--- config.mk ---
export PLATFORM = sky130hd
export DESIGN_NAME = adc_clock_sysref_cal_ctrl
export DESIGN_NICKNAME = d
export VERILOG_FILES = /design/src/hdl/clk_cal_pkg.sv /design/src/hdl/sample_clk_if.sv /design/src/hdl/adc_clock_sysref_cal_ctrl.sv /design/src/hdl/sample_clk_div.sv
export SDC_FILE = /design/constraint.sdc
export NUM_CORES = 1
export LEC_CHECK = 0
export ABC_AREA = 1
export ABC_CLOCK_PERIOD_IN_PS = 2500
export BUFFER_PORTS_ARGS = -buffer_cell sky130_fd_sc_hd__buf_2
export CAP_MARGIN = 10
export CORE_UTILIZATION = 55
export DETAILED_ROUTE_END_ITERATION = 6
export GPL_ROUTABILITY_DRIVEN = 0
export PLACE_DENSITY = 0.74
export SYNTH_ARGS = -nofsm -noshare
export SYNTH_HDL_FRONTEND = slang
export SYNTH_SLANG_ARGS = --single-unit
--- constraint.sdc ---
create_clock -name clk -period 2.5 [get_ports clk]
set_input_delay 0.25 -clock clk [delete_from_list [all_inputs] [get_ports clk]]
set_output_delay 0.25 -clock clk [all_outputs]
set_load 0.005 [all_outputs]
--- src/hdl/clk_cal_pkg.sv ---
package clk_cal_pkg;
  // Divide codes: 0 -> /1, 1 -> /2, 2 -> /4, 3 -> /8.
  localparam int DIV_W = 2;
  localparam logic [1:0] DIV_RST = 2'h0;
  localparam int PHASE_W = 4;
  localparam logic [3:0] PHASE_RST = 4'h0;
  localparam int DRV_W = 3;
  localparam logic [2:0] SWING_RST = 3'h0;
  localparam logic [2:0] DEEMPH_RST = 3'h0;
  // Power-up and calibration counts are in sampling clock cycles; RELINK_CYC is in clk cycles, each one input-clock half period.
  localparam int PWRUP_DELAY_CYC = 8400000;
  localparam int CAL_CYC = 2000000;
  localparam int CNT_W = 24;
  localparam int RELINK_CYC = 4;
  typedef enum logic [1:0] {
    ST_WAIT_VALID,
    ST_PWRUP_DELAY,
    ST_CALIBRATE,
    ST_IDLE
  } cal_state_e;
endpackage

--- src/hdl/sample_clk_if.sv ---
`timescale 1ns/10ps
interface sample_clk_if;
  logic [1:0] div_code;
  logic sysref_evt;
  logic [3:0] phase;
  logic sample_tick;
  modport ctrl (output div_code, output sysref_evt, output phase, input sample_tick);
  modport div (input div_code, input sysref_evt, input phase, output sample_tick);
endinterface

--- src/hdl/adc_clock_sysref_cal_ctrl.sv ---
// How it works
// - Sample clock is input divided 1,2,4,8.
// - Divide write restarts serial link init.
// - SYSREF passes through gate enable AND.
// - Closed gate leaves frame alignment unchanged.
// - Gate closed after reset.
// - Offset and gate enables are writable.
// - Half input-period steps, 2xdivide positions.
// - One phase setting for both channels.
// - Phase change leaves link clocks undisturbed.
// - Phase change shifts only sampling latency.
// - Divided clock realigns on accepted SYSREF.
// - Swing and de-emphasis, eight codes each.
// - Wait 8.4M cycles then auto calibrate.
// - Calibration lasts about 2.0M cycles.
// - Power-down then normal triggers recalibration.
`timescale 1ns/10ps
module adc_clock_sysref_cal_ctrl #(
  parameter int PWRUP_CYC = clk_cal_pkg::PWRUP_DELAY_CYC,
  parameter int CALIB_CYC = clk_cal_pkg::CAL_CYC
) (
  // Clock and reset
  input wire logic clk,
  input wire logic rst,
  // Settings written by software
  input wire logic [clk_cal_pkg::DIV_W-1:0] clock_divide_factor,
  input wire logic clock_divide_wr,
  input wire logic [clk_cal_pkg::PHASE_W-1:0] phase_setting,
  input wire logic sysref_gate_en,
  input wire logic sysref_offset_en,
  input wire logic [clk_cal_pkg::DRV_W-1:0] driver_swing_setting,
  input wire logic [clk_cal_pkg::DRV_W-1:0] driver_deemphasis_setting,
  input wire logic drv_wr,
  input wire logic power_down,
  // Device condition and link side
  input wire logic supplies_clock_valid,
  input wire logic sysref_in,
  // Status and controls out
  output logic sample_tick,
  output logic [clk_cal_pkg::DIV_W-1:0] div_active,
  output logic [clk_cal_pkg::PHASE_W-1:0] phase_active,
  output logic sysref_accepted,
  output logic sysref_offset_active,
  output logic link_reinit,
  output logic [clk_cal_pkg::DRV_W-1:0] swing_active,
  output logic [clk_cal_pkg::DRV_W-1:0] deemph_active,
  output logic cal_busy,
  output logic cal_done
);
  import clk_cal_pkg::*;

  localparam logic [CNT_W-1:0] PWRUP_LAST = CNT_W'(PWRUP_CYC - 1);
  localparam logic [CNT_W-1:0] CAL_LAST = CNT_W'(CALIB_CYC - 1);

  ////////////////////////////////////////////////////////////////////////////////
  // Settings and SYSREF gate.

  sample_clk_if sif ();

  logic [DIV_W-1:0] div_ff;
  logic [PHASE_W-1:0] phase_ff;
  logic gate_ff;
  logic offset_ff;
  logic sysref_d_ff;
  logic sysref_rise;
  logic sysref_evt_ff;
  logic [2:0] reinit_cnt_ff;
  logic [DRV_W-1:0] swing_ff;
  logic [DRV_W-1:0] deemph_ff;
  logic [PHASE_W-1:0] phase_mask;

  // The reported phase is the position actually applied at the current divide factor.
  assign phase_mask = PHASE_W'((5'h02 << div_ff) - 5'h01);
  // Edges are ignored unless the gate is open, so frame alignment holds.
  assign sysref_rise = sysref_in & ~sysref_d_ff & gate_ff;

  always_ff @(posedge clk or posedge rst) begin
    if (rst) begin
      div_ff <= DIV_RST;
      gate_ff <= 1'b0;
      offset_ff <= 1'b0;
      sysref_d_ff <= 1'b0;
      sysref_evt_ff <= 1'b0;
      phase_ff <= PHASE_RST;
      swing_ff <= SWING_RST;
      deemph_ff <= DEEMPH_RST;
    end else begin
      if (clock_divide_wr) begin
        div_ff <= clock_divide_factor;
      end
      gate_ff <= sysref_gate_en;
      offset_ff <= sysref_offset_en;
      sysref_d_ff <= sysref_in;
      sysref_evt_ff <= sysref_rise;
      // Phase moves only the sampling tick; link timing is not touched.
      phase_ff <= phase_setting;
      if (drv_wr) begin
        swing_ff <= driver_swing_setting;
        deemph_ff <= driver_deemphasis_setting;
      end
    end
  end

  // A pulse of a few cycles makes the link restart unmistakable downstream.
  always_ff @(posedge clk or posedge rst) begin
    if (rst) begin
      reinit_cnt_ff <= 3'h0;
    end else if (clock_divide_wr) begin
      reinit_cnt_ff <= 3'(RELINK_CYC);
    end else if (reinit_cnt_ff != 3'h0) begin
      reinit_cnt_ff <= reinit_cnt_ff - 3'h1;
    end
  end

  assign sif.div_code = div_ff;
  assign sif.sysref_evt = sysref_evt_ff;
  assign sif.phase = phase_ff;

  sample_clk_div u_div (
    .clk(clk),
    .rst(rst),
    .sif(sif)
  );

  ////////////////////////////////////////////////////////////////////////////////
  // Calibration sequencer, counting sampling clock ticks.

  cal_state_e state_ff;
  cal_state_e nxt_state;
  logic [CNT_W-1:0] cnt_ff;
  logic pd_seen_ff;
  logic done_ff;
  logic cnt_last;
  logic start_manual;

  // Deliberate power-down and return is the manual calibration request.
  assign start_manual = pd_seen_ff & ~power_down;
  assign cnt_last = (state_ff == ST_PWRUP_DELAY) ? (cnt_ff == PWRUP_LAST) : (cnt_ff == CAL_LAST);

  always_comb begin
    nxt_state = state_ff;
    unique case (state_ff)
      ST_WAIT_VALID: if (supplies_clock_valid) nxt_state = ST_PWRUP_DELAY;
      ST_PWRUP_DELAY: if (sif.sample_tick && cnt_last) nxt_state = ST_CALIBRATE;
      ST_CALIBRATE: if (sif.sample_tick && cnt_last) nxt_state = ST_IDLE;
      ST_IDLE: if (start_manual) nxt_state = ST_CALIBRATE;
    endcase
  end

  always_ff @(posedge clk or posedge rst) begin
    if (rst) begin
      state_ff <= ST_WAIT_VALID;
      cnt_ff <= '0;
      pd_seen_ff <= 1'b0;
      done_ff <= 1'b0;
    end else begin
      state_ff <= nxt_state;
      if (nxt_state != state_ff) begin
        cnt_ff <= '0;
      end else if (sif.sample_tick) begin
        cnt_ff <= cnt_ff + 1'b1;
      end
      if (power_down) begin
        pd_seen_ff <= 1'b1;
      end else if (state_ff == ST_IDLE) begin
        pd_seen_ff <= 1'b0;
      end
      // Completion sets the flag; entering calibration clears it.
      if (state_ff == ST_CALIBRATE && nxt_state == ST_IDLE) begin
        done_ff <= 1'b1;
      end else if (nxt_state == ST_CALIBRATE) begin
        done_ff <= 1'b0;
      end
    end
  end

  property p_done_clear;
    @(posedge clk) disable iff (rst) (state_ff == ST_CALIBRATE) |-> !done_ff;
  endproperty
  a_done_clear: assert property (p_done_clear) else $error("done set during cal");

  property p_done_set;
    @(posedge clk) disable iff (rst)
      (state_ff == ST_CALIBRATE && sif.sample_tick && cnt_last) |=> done_ff;
  endproperty
  a_done_set: assert property (p_done_set) else $error("done not set at end");

  property p_gate;
    @(posedge clk) disable iff (rst) !gate_ff |=> !sysref_evt_ff;
  endproperty
  a_gate: assert property (p_gate) else $error("sysref passed closed gate");

  property p_reinit;
    @(posedge clk) disable iff (rst) clock_divide_wr |=> (reinit_cnt_ff != 3'h0)[*3];
  endproperty
  a_reinit: assert property (p_reinit) else $error("no link reinit");

  property p_delay;
    @(posedge clk) disable iff (rst)
      (state_ff == ST_PWRUP_DELAY) && !(sif.sample_tick && cnt_last) |=> state_ff != ST_CALIBRATE;
  endproperty
  a_delay: assert property (p_delay) else $error("cal started early");

  property p_manual;
    @(posedge clk) disable iff (rst) (state_ff == ST_IDLE && start_manual) |=> state_ff == ST_CALIBRATE;
  endproperty
  a_manual: assert property (p_manual) else $error("manual cal missed");

  property p_swing;
    @(posedge clk) disable iff (rst) drv_wr |=> swing_ff == $past(driver_swing_setting);
  endproperty
  a_swing: assert property (p_swing) else $error("swing not loaded");

  property p_divload;
    @(posedge clk) disable iff (rst) clock_divide_wr |=> div_ff == $past(clock_divide_factor);
  endproperty
  a_divload: assert property (p_divload) else $error("divide not loaded");

  ////////////////////////////////////////////////////////////////////////////////
  // Registered outputs.

  always_ff @(posedge clk or posedge rst) begin
    if (rst) begin
      sample_tick <= 1'b0;
      div_active <= DIV_RST;
      phase_active <= PHASE_RST;
      sysref_accepted <= 1'b0;
      sysref_offset_active <= 1'b0;
      link_reinit <= 1'b0;
      swing_active <= SWING_RST;
      deemph_active <= DEEMPH_RST;
      cal_busy <= 1'b0;
      cal_done <= 1'b0;
    end else begin
      sample_tick <= sif.sample_tick;
      div_active <= div_ff;
      phase_active <= phase_ff & phase_mask;
      sysref_accepted <= sysref_evt_ff;
      sysref_offset_active <= offset_ff;
      link_reinit <= (reinit_cnt_ff != 3'h0);
      swing_active <= swing_ff;
      deemph_active <= deemph_ff;
      cal_busy <= (state_ff == ST_CALIBRATE);
      cal_done <= done_ff;
    end
  end
endmodule // adc_clock_sysref_cal_ctrl

--- src/hdl/sample_clk_div.sv ---
`timescale 1ns/10ps
module sample_clk_div (
  // Clock and reset
  input wire logic clk,
  input wire logic rst,
  // Divider control
  sample_clk_if.div sif
);
  import clk_cal_pkg::*;

  logic [3:0] cnt_ff;
  logic [3:0] nxt_cnt;
  logic [4:0] half_periods;
  logic [3:0] last_cnt;
  logic tick_ff;
  logic [3:0] nxt_sel;

  // Count runs in input-clock half periods; /1 still has two positions.
  // Five bits are needed here because /8 gives sixteen positions.
  assign half_periods = 5'h02 << sif.div_code;
  assign last_cnt = 4'(half_periods - 5'h01);
  assign nxt_sel = sif.phase & last_cnt;
  // A SYSREF event restarts the divider phase.
  assign nxt_cnt = sif.sysref_evt ? 4'h0 : (cnt_ff >= last_cnt ? 4'h0 : cnt_ff + 4'h1);

  always_ff @(posedge clk or posedge rst) begin
    if (rst) begin
      cnt_ff <= 4'h0;
      tick_ff <= 1'b0;
    end else begin
      cnt_ff <= nxt_cnt;
      tick_ff <= (nxt_cnt == nxt_sel);
    end
  end

  assign sif.sample_tick = tick_ff;

  property p_realign;
    @(posedge clk) disable iff (rst) sif.sysref_evt |=> (cnt_ff == 4'h0);
  endproperty
  a_realign: assert property (p_realign) else $error("divider not realigned");

  property p_range;
    @(posedge clk) disable iff (rst) cnt_ff <= last_cnt || $changed(sif.div_code);
  endproperty
  a_range: assert property (p_range) else $error("divider count out of range");
endmodule // sample_clk_div

== Word level (Yosys, flattened, before mapping) ==
Cells that the tools add are included.
Storage, ports and cells
  bits in registers: 70
  output and inout port bits: 18
  word-level logic and storage cells: 70
Operators by class
  add/sub/neg operators: 4
  $lt $le $gt $ge: 1
  equal/unequal tests: 9
  shifts and indexed selects: 1
  muxes and demuxes: 16
  bitwise operators: 6
  reductions and logical operators: 8
Operator list (number)
  $mux W24: 2
  $add A24 B1 Y24 const B: 1
  $eq A24 B21 Y1 const B: 1
  $eq A24 B24 Y1 const B: 1
  $eq A2 B2 Y1 const B: 4
  $mux W2: 4
  $mux W4: 2
  $pmux W2 S4: 1
  $reduce_bool A2 Y1: 4
  $mux W3: 2
  $mux W1: 5
  $add A4 B1 Y4 const B: 1
  $and A4 B4 Y4: 1
  $eq A4 B4 Y1: 1
  $ge A4 B4 Y1: 1
  $shl A2 B2 Y4 const A: 1
  $sub A4 B1 Y4 const B: 1
  $and A1 B1 Y1: 3
  $reduce_bool A3 Y1: 1
  $sub A3 B1 Y3 const B: 1
  $eq A2 B1 Y1 const B: 1
  $logic_and A1 B1 Y1: 2
  $logic_not A2 Y1: 1
  $ne A2 B2 Y1: 1
  $not A1 Y1: 2

== Longest topological paths before layout ==
Gate-level depths: netlist of run 1.
  depth in word-level cells: 8
  depth in mapped cells: 12
  mapped depth without buffers: 11

== Cells and area by module ==
From an unflattened synthesis of run 1, not the netlist that was laid out.
Unflattened totals
  cell total of the unflattened synthesis: 384
  area, all modules: 3554.7 µm²
By module, submodules not included
  adc_clock_sysref_cal_ctrl: instances 1, cells an instance 318, area an instance 3066.7 µm², seq. area each 1626.6 µm²
  sample_clk_div: instances 1, cells an instance 66, area an instance 488.0 µm², seq. area each 125.1 µm²

== Least setup slack after synthesis of run 1 ==
Ideal clock, no wire load.
  kind: register -> register
  start point: register cnt_ff[0]
  end point: register cnt_ff[4]
  setup time: 0.129 ns
  arrival time: 1.571 ns
  required time: 2.371 ns
  setup slack: 0.800 ns
  stages on the path, launching flop included: 12
  clock period less this slack: 1.700 ns
  path through: dfrtp_1 ha_1 inv_1 nor2_4 nand4_1 nor2_2 nand4_1 nand3_2 nand2_2 nand2_2 buf_6 a21oi_4
Between the ends
  word-level cells in the longest chain between the ends: 7
  elaborated cells on any way between the ends: 12
  classes of those cells: add/sub: 1; eq/ne: 3; mux: 6; reduce/logical: 2
Ends and longest elaborated chain
  start: declaration: RTL line adc_clock_sysref_cal_ctrl.sv:130  | logic [CNT_W-1:0] cnt_ff;
  start signal: assignment: RTL line adc_clock_sysref_cal_ctrl.sv:161  | cnt_ff <= cnt_ff + 1'b1;
  $eq A24 B21 Y1 / $eq A24 B24 Y1 (equally long branches): RTL line adc_clock_sysref_cal_ctrl.sv:138  | assign cnt_last = (state_ff == ST_PWRUP_DELAY) ? (cnt_ff == PWRUP_LAST) : (cnt_ff == CAL_LAST);
  $mux W1: RTL line adc_clock_sysref_cal_ctrl.sv:138
  $logic_and A1 B1 Y1: RTL line adc_clock_sysref_cal_ctrl.sv:144, adc_clock_sysref_cal_ctrl.sv:145
  $mux W2, on equally long branches: RTL line adc_clock_sysref_cal_ctrl.sv:145, adc_clock_sysref_cal_ctrl.sv:144
  $pmux W2 S4: RTL line adc_clock_sysref_cal_ctrl.sv:142  | unique case (state_ff)
  $ne A2 B2 Y1: RTL line adc_clock_sysref_cal_ctrl.sv:158  | if (nxt_state != state_ff) begin
  $mux W24 / $reduce_bool A2 Y1 (equally long branches)
Parallel ways exist; a longest one is shown, timed or not. The select of a mux whose other input is x is not followed.
A chain may end at the register's enable or synchronous reset.

== Worst setup path in the final report of run 1 ==
  start point: register cnt_ff[0]
  end point: register cnt_ff[1]
The elaborated chain is that of the path after synthesis.

==> results.md, run 1 <==
- HPWL Detailed: approximately 4.2 mm
- Min Clock Period, post-route: around 2200 ps
- Routed len/inst: 13.06 um
- Final setup violating endpoints: 0
- GRT Overall Usage: 0.2314
- Critical-path cell list: ha_1 > inv_1 > nor2_4 > nand4_1 > nor2_2 > nand4_1 > nand3_2 > nand3_2 > buf_12 > a21oi_2
- Max Clock Skew: between 7 and 8 ps
- Initial core utilization: 0.5873
- Clk slew on worst S/H paths: roughly 80 ps
- Final-stage net count: between 400 and 500
- Post-synth cell types: 32
- Synth warn: 0
- FP Rows: 27
- R2R Path Start: cnt_ff[0]
- CTS buffer count: 9
- Max capacitance violation total: 0
- # fillers: approximately 450
- Status: complete, no violations
- Hold-fix buffers, CTS: 7
- P_sw: between 0.0008 and 0.0009 W
- Post-CTS Setup Inserts: 0
- Slowest CP cell: dfrtp_1
- Cell Int Power: 0.002127 W
- CP top delay family: simple AND/OR/NAND/NOR gates
- Vias per cell: roughly 5.1
- H-tree Lvls: 3
- Mapped cell area: roughly 0.0033 sq mm
- Port bufs: 38
- Final wirelength: 6.232 mm
- Synth Flop Type: dfrtp_1
- Core ar.: approximately 0.0057 sq mm
- Worst-case reg-to-reg path depth: 10
- EDFF count, synth: 0
- Fraction of layout instances using a drive strength above 1: 0.2469
- Worst Tran Pin Value: approximately 400 ps
- Worst setup SP type: flop
- Die H: about 80 um
- Final Hold Fails: 0
- Delay of the slowest critical-path stage: between 300 and 400 ps
- Worst-path maximum fanout: 13
- DRT Pass-1 Iters: 6
- DRC Markers: 0
- Die width: ~80 um
- PnR Total Power: a little under 0.003 W
- Tcrit/Tclk final: 0.8615
- Syn_nets: approximately 370
- Top-area cell type share of the netlist area: 0.5255
- Max Root-Sink Buffers: 2
- Initial antenna violation count: 0
- First-pass GRT wire length: ~11 mm
- Ant. Diodes: 0
- Largest net degree at the start of global routing: roughly 70
- Max IR drop VDD: 0.0004941 V
- Register share of total power: 0.471
- Pleak: approximately 1.9 nW
- CP Capture Type: flop
- Clk sinks: 70
- Critical path type: flop to flop
- Fmax: about 460 MHz
- Worst skew pair latency: approximately 340 ps
- DR vias: 2445
- Combinational share of power: 0.173
- Clock Tree Root: clkbuf_8
- Rel. slew slack: 0.7304
- Clock share of power: 0.357
- DRT iter0 DRCs: 140
- Worst path required time: 2770 ps
- Hold endpoint: sysref_d_ff
- Hold path startpoint: sysref_in
- Switching Share: 0.2740
- Grt ovf: 0
- Syn Inst Count: approximately 350
- Min-Delay Path Depth: 1
- Vias in the first global route: 2504
- Reg-to-reg critical path endpoint: cnt_ff[1]
- WHS: around 36 ps
- Reg-to-reg setup timing slack: about 350 ps
- P&R area growth vs syn: 17.76%
- RSZ-0062 raised after global routing: no
- Worst min path class: input port to flop
- Clock tree from TritonCTS: yes
- Max Slew Vio Count: 0
- Final antenna-violating net count: 0
- Async S/R FF share, synth: 1.000
- Yosys top cell by area: dfrtp_1
- Post-route cell area: 0.003925 sq mm
- Synth top area cells: dfrtp_1 53%, nand2_1 7.1%, a21oi_2 5.0%
- Synthesized area per cell: 9.661 sq um
- # resized after CTS: 0
- Power per cell area: roughly 750 mW/mm^2
- Buf/Inv on CP: 2
- IO Pins: 39
- Post-synthesis register bit count: 70
- Total die area: around 0.0064 sq mm
- Critical Path AT: between 2000 and 2500 ps
- Setup TNS: 0 ps
- Cell Area, Placed: 0.003622 sq mm
- Register area share after synthesis: 0.5255
## cell usage after synthesis, types with 4 or more instances
master / number
nor3_1: 13
o21ai_0: 5
nand4_1: 5
nand2_2: 4
a21oi_2: 19
ha_1: 7
dfrtp_1: 70
xor2_1: 17
nand3_1: 20
nand3_2: 4
a21oi_1: 9
xnor2_1: 9
mux2_2: 6
buf_6: 4
inv_1: 42
nand2_1: 63
nor2_1: 31
## sequential cells by signal (all words and copies together) (netlist names), 3 cells and up
name	count
cnt_ff	24
phase_active	4
phase_ff	4
u_div.cnt_ff	4
deemph_active	3
deemph_ff	3
reinit_cnt_ff	3
swing_active	3
swing_ff	3
## how the worst max path moves through the flow
stage               startpoint    endpoint  slack [ps]  cells past startpoint
floorplan                  rst    cal_busy         480                      1
global placement     cnt_ff[0]   cnt_ff[4]         410                     10
detailed placement   cnt_ff[0]   cnt_ff[9]         330                     10
CTS                  cnt_ff[0]  cnt_ff[10]         310                     10
global route         cnt_ff[0]   cnt_ff[0]         100                     10
finish               cnt_ff[0]   cnt_ff[1]         350                     10
## cell families (layout without fill, tap and decap cells)
group,Yosys count,after routing,synth area share
xor gates and xnor gates,26,26,0.06832
muxes,7,7,0.02327
DFF,70,70,0.5255
and+or+nand+nor,148,148,0.2072
AOI/OAI and AO/OA,37,37,0.08296
adders and majority gates,7,7,0.02628
buffers and inverters,50,110,0.06644
## worst reg2reg max path: cells and delay by family, from the launching register on
family	cells	cell delay (ps)
AOI/OAI and AO/OA	1	140
adders and majority gates	1	180
buffers and inverters	2	350
DFF	1	390
and+or+nand+nor	6	1020
## area by class of cell
| type | instances | area, sq um | area share |
|---|---|---|---|
| multi-input cells | 225 | 1360 | 0.3465 |
| inverters | 44 | 167.7 | 0.04272 |
| clock inverters | 4 | 77.57 | 0.01976 |
| flip-flops and latches | 70 | 1752 | 0.4463 |
| repair buffers | 50 | 322.8 | 0.08224 |
| clock buffers | 12 | 155.1 | 0.03953 |
| well taps | 72 | 90.09 | 0.02295 |
## power groups by stage
stage	sequential [W]	clock (W)	combinational (W)
3_5_place_dp	0.00140	0	0.000502
2_1_floorplan	0.00138	0	0.000371
4_1_cts	0.00138	0.00107	0.000516
5_1_grt	0.00140	0.00112	0.000581
6_report	0.00138	0.00104	0.000506
3_3_place_gp	0.00139	0	0.000479
## cell usage in the layout, fill, tap and decap left out, types with 2 or more instances in the layout
master | netlist | routed
a21oi_1 | 9 | 9
a21oi_2 | 19 | 19
buf_12 | 0 | 2
buf_2 | 1 | 38
buf_4 | 0 | 3
bufinv_16 | 0 | 2
clkbuf_8 | 0 | 11
dfrtp_1 | 70 | 70
dlygate4sd3_1 | 0 | 7
ha_1 | 7 | 7
inv_1 | 42 | 41
inv_2 | 1 | 2
mux2_2 | 6 | 6
nand2_1 | 63 | 63
nand2_2 | 4 | 4
nand3_1 | 20 | 20
nand3_2 | 4 | 4
nand3b_1 | 2 | 2
nand4_1 | 5 | 5
nor2_1 | 31 | 31
nor2_2 | 2 | 2
nor3_1 | 13 | 13
o21ai_0 | 5 | 5
xnor2_1 | 9 | 9
xor2_1 | 17 | 17
## metrics by stage
stage / setup WS (ps) / utilization / cells
3_3_place_gp: 408.6 / 0.6382 / 454
4_1_cts: 314.1 / 0.6916 / 477
6_report: 346.3 / 0.6916 / 477
3_5_place_dp: 331.8 / 0.6382 / 454
2_1_floorplan: 481.8 / - / 345
5_1_grt: 99.80 / 0.6916 / 477
## metal layers
layer | share of wire | wire, um | global-route usage | vias to the layer above
met4 | 0.016 | 99 | 0.1018 | 0
met5 | 0 | 0 | 0 | -
li1 | - | - | - | 1213
met2 | 0.49 | 3045 | 0.3752 | 50
met1 | 0.45 | 2790 | 0.2917 | 1172
met3 | 0.047 | 296 | 0.05943 | 10
Power figures use the tool's default switching activity.
==> inputs of run 2 (changes only) <==
- SYNTH_HIERARCHICAL: default -> 1
==> run 2 against run 1 <==
  * Sequential cell count stayed put
  * Non-clock buffer count is 2 lower
  * Sequential share of layout area is 1.9 points lower
  * Register-to-register slack better by 170 ps
  * Total power is 3.6% higher
==> results.md, run 2 <==
- Status: complete, no violations
- WHS: 16.29 ps (-20.18 ps)
- Critical-path cell list: ha_1 > nand3_1 > inv_1 > nand4_1 > nor3_1 > nand2_1 > nor2_2 > xor2_1 > nor2_4
- Total placed cells including tap cells: 496 (+9.3%)
- P&R area growth vs syn: 15.24%
- Fmax: 505.0 MHz (+8.8%)
- Switching Share: 0.3301 (+0.05605)
- Clock tree from TritonCTS: yes
- Post-CTS Setup Inserts: 0 (unchanged)
- Max capacitance violation total: 0 (unchanged)
- Final setup violating endpoints: 0 (unchanged)
- Final wirelength: 6.639 mm (+6.5%)
- Initial core utilization: 0.5865 (-0.0008029)
- CTS buffer count: 9 (unchanged)
- Combinational share of power: 0.230 (+0.057)
- Max Slew Vio Count: 0 (unchanged)
- Ant. Diodes: 0 (unchanged)
- Vias in the first global route: 2486 (-0.72%)
- Final std cells w/o fill: 519 (+8.8%)
- Synth Flop Type: dfrtp_1
- Clock share of power: 0.314 (-0.043)
- P_sw: 0.001002 W (+25%)
- Top-count cell post-synth: nand2_1
- Fraction of layout instances using a drive strength above 1: 0.2725 (+0.02561)
- Mapped cell area: 0.003555 sq mm (+6.6%)
- Worst min path class: input port to flop
- Worst path required time: 2750 ps (-20 ps)
- Clock Tree Root: clkbuf_8
- Reg-to-reg critical path endpoint: cnt_ff[18]
- Synth Area in Adders: 0.02464 (-0.001637)
- Yosys top cell by area: dfrtp_1
- Syn_nets: 412 (+10%)
- Initial antenna violation count: 0 (unchanged)
- Synth top area cells: dfrtp_1 49%, nand2_1 7.7%, nor2_4 7.0%
- Top cells by count, synth: 73 x nand2_1, 70 x dfrtp_1, 49 x inv_1
- Clk slew on worst S/H paths: 80 ps (about the same)
- Commonest non-fill, non-tap cell in the layout: nand2_1
- Async S/R FF share, synth: 1.000 (unchanged)
- Core ar.: 0.006061 sq mm (+6.8%)
- Vias per cell: 5.012 (-2.2%)
- Critical path depth: 9 (-1)
- XOR/XNOR share of the synthesized area: 0.04681 (-0.02150)
- # resized after CTS: 0 (unchanged)
- Max Clock Skew: 10.61 ps (+3.530 ps)
- Die H: 82.39 um (+3.2%)
- Simple-Gate Fraction of Synth Area: 0.3055 (+0.09832)
- Register share of total power: 0.457 (-0.014)
- Largest net degree at the start of global routing: 34 (-52%)
- H-tree Lvls: 3 (unchanged)
- First-pass GRT wire length: 11.23 mm (+0.74%)
- GRT Overall Usage: 0.2255 (-0.005851)
- Power per cell area: 740.9 mW/mm^2 (-0.73%)
- Worst setup SP type: flop
- IO Pins: 39 (unchanged)
- CP Capture Type: flop
- R2R Path Start: cnt_ff[0]
- DRT Pass-1 Iters: 5 (-1)
- # fillers: 485 (+7.5%)
- Synth warn: 6 (+6)
- DRC Markers: 0 (unchanged)
- Total die area: 0.006788 sq mm (+6.5%)
- Delay of the slowest critical-path stage: 410 ps (+20 ps)
- Final WS setup: 520.0 ps (+173.7 ps)
- Hold-fix buffers, CTS: 7 (unchanged)
- Slowest CP cell: dfrtp_1
- Complex-gate fraction of the synthesized area: 0.03098 (-0.05198)
- Grt ovf: 0 (unchanged)
- Max IR drop VDD: 0.0005117 V (+3.6%)
- Max Root-Sink Buffers: 2 (unchanged)
- Largest register FFs: 24 (unchanged)
- Register Area: 0.001752 sq mm (unchanged)
- DR vias: 2601 (+6.4%)
- Cell Int Power: 0.002033 W (-4.4%)
- Setup WS pre-CTS: 555.2 ps (+223.4 ps)
- Tcrit/Tclk final: 0.7920 (-0.06947)
- Clk sinks: 70 (unchanged)
- Pleak: 2.001 nW (+6.6%)
- Largest family of logic cells by synthesized area: simple AND/OR/NAND/NOR gates
- Top-area cell type share of the netlist area: 0.4928 (-0.03274)
- Most frequent cells in the layout: 73 x nand2_1, 70 x dfrtp_1, 48 x inv_1
- Worst-path maximum fanout: 5 (-8)
- Largest Register: cnt_ff
- Post-synthesis register bit count: 70 (unchanged)
- Die width: 82.39 um (+3.2%)
- Worst skew pair latency: 360 ps (+20 ps)
- HPWL Detailed: 4.820 mm (+15%)
- Final-stage net count: 467 (+9.1%)
- Worst-case reg-to-reg path depth: 9 (-1)
- Port bufs: 38 (unchanged)
- Synthesized area per cell: 9.257 sq um (-4.2%)
- Setup TNS: 0 ps (unchanged)
- Min Clock Period, post-route: 1980 ps (-173.7 ps)
- Critical Path AT: 2230 ps (-200 ps)
- Post-synth cell types: 33 (+3.1%)
- Routed len/inst: 12.79 um (-2.1%)
- Mux cell area share after synthesis: 0.02182 (-0.001450)
- PnR Total Power: 0.003035 W (+3.6%)
- Syn Inst Count: 384 (+11%)
- FP Rows: 28 (+3.7%)
- EDFF count, synth: 0 (unchanged)
- Crit path launch: cnt_ff[0]
- Buf/Inv on CP: 1 (-1)
- DRT iter0 DRCs: 140 (unchanged)
- Worst Tran Pin Value: 679.5 ps (+279.3 ps)
- Critical path type: flop to flop
- Critical Path Sink: cnt_ff[18]
- RSZ-0062 raised after global routing: no
- CP top delay family: simple AND/OR/NAND/NOR gates
- Register area share after synthesis: 0.4928 (-0.03274)
- Final antenna-violating net count: 0 (unchanged)
- Rel. slew slack: 0.5464 (-0.1840)
- Multi-input logic area: 0.001528 sq mm (+12%)
- Final Hold Fails: 0 (unchanged)
- Reg-to-reg setup timing slack: 520 ps (+170 ps)
-- run 2: cell count changes after synthesis, sizes merged, moves of 4 or more --
cell	change
a21oi	-27
nor2	+27
nor3	-4
inv	+15
xnor2	-5
nand2	+20
nand3	+9
-- run 2: worst min-delay path by stage --
| stage | start | end | slack [ps] | cells past startpoint |
|---|---|---|---|---|
| 6_report | sysref_in | sysref_d_ff | 20 | 1 |
| 5_1_grt | sysref_in | sysref_d_ff | 8 | 1 |
| 4_1_cts | sysref_in | sysref_d_ff | 4 | 1 |
| 3_5_place_dp | rst | u_div/cnt_ff[0] | 170 | 2 |
| 3_3_place_gp | rst | u_div/cnt_ff[0] | 170 | 2 |
| 2_1_floorplan | rst | u_div/cnt_ff[0] | 30 | 1 |
-- run 2: kinds of logic after synthesis --
group	after synthesis
and+or+nand+nor	202
DFF	70
buffers and inverters	63
xor gates and xnor gates	19
AOI/OAI and AO/OA	16
muxes	7
adders and majority gates	7
-- run 2: stage by stage --
stage          utilization  instance area (sq um)
6_report            0.6759                   4096
3_3_place_gp        0.6307                   3822
5_1_grt             0.6759                   4096
3_5_place_dp        0.6307                   3822
2_1_floorplan            -                   3555
4_1_cts             0.6759                   4096
-- run 2: worst reg2reg max path: stages, from the launching register on --
cell     delay, ps
dfrtp_1        410
ha_1           190
nand3_1        140
inv_1          100
nand4_1        120
nor3_1         220
nand2_1        120
nor2_2         230
xor2_1         270
nor2_4          60
-- run 2: metal layers --
layer	up-vias	track usage	routed length [um]	share of wire
li1	1310	-	-	-
met5	-	0	0	0
met3	9	0.04505	260	0.039
met4	0	0.1070	119	0.018
met1	1225	0.2946	3071	0.46
met2	57	0.3595	3188	0.48
-- run 2: power groups by stage --
stage | Sequential, W | Combinational, W | Clock, W
6_report | 0.00139 | 0.000697 | 0.000952
2_1_floorplan | 0.00137 | 0.000560 | 0
3_5_place_dp | 0.00140 | 0.000688 | 0
3_3_place_gp | 0.00140 | 0.000657 | 0
5_1_grt | 0.00140 | 0.000782 | 0.00102
4_1_cts | 0.00139 | 0.000701 | 0.000962
-- run 2: cell type report --
class,instances,share of cell area
sequential,70,0.4276
multi-input combinational,251,0.3729
timing repair buffer,48,0.07208
tap,75,0.02291
inverter,59,0.05467
clock buffer,9,0.03024
clock inverter,7,0.01955
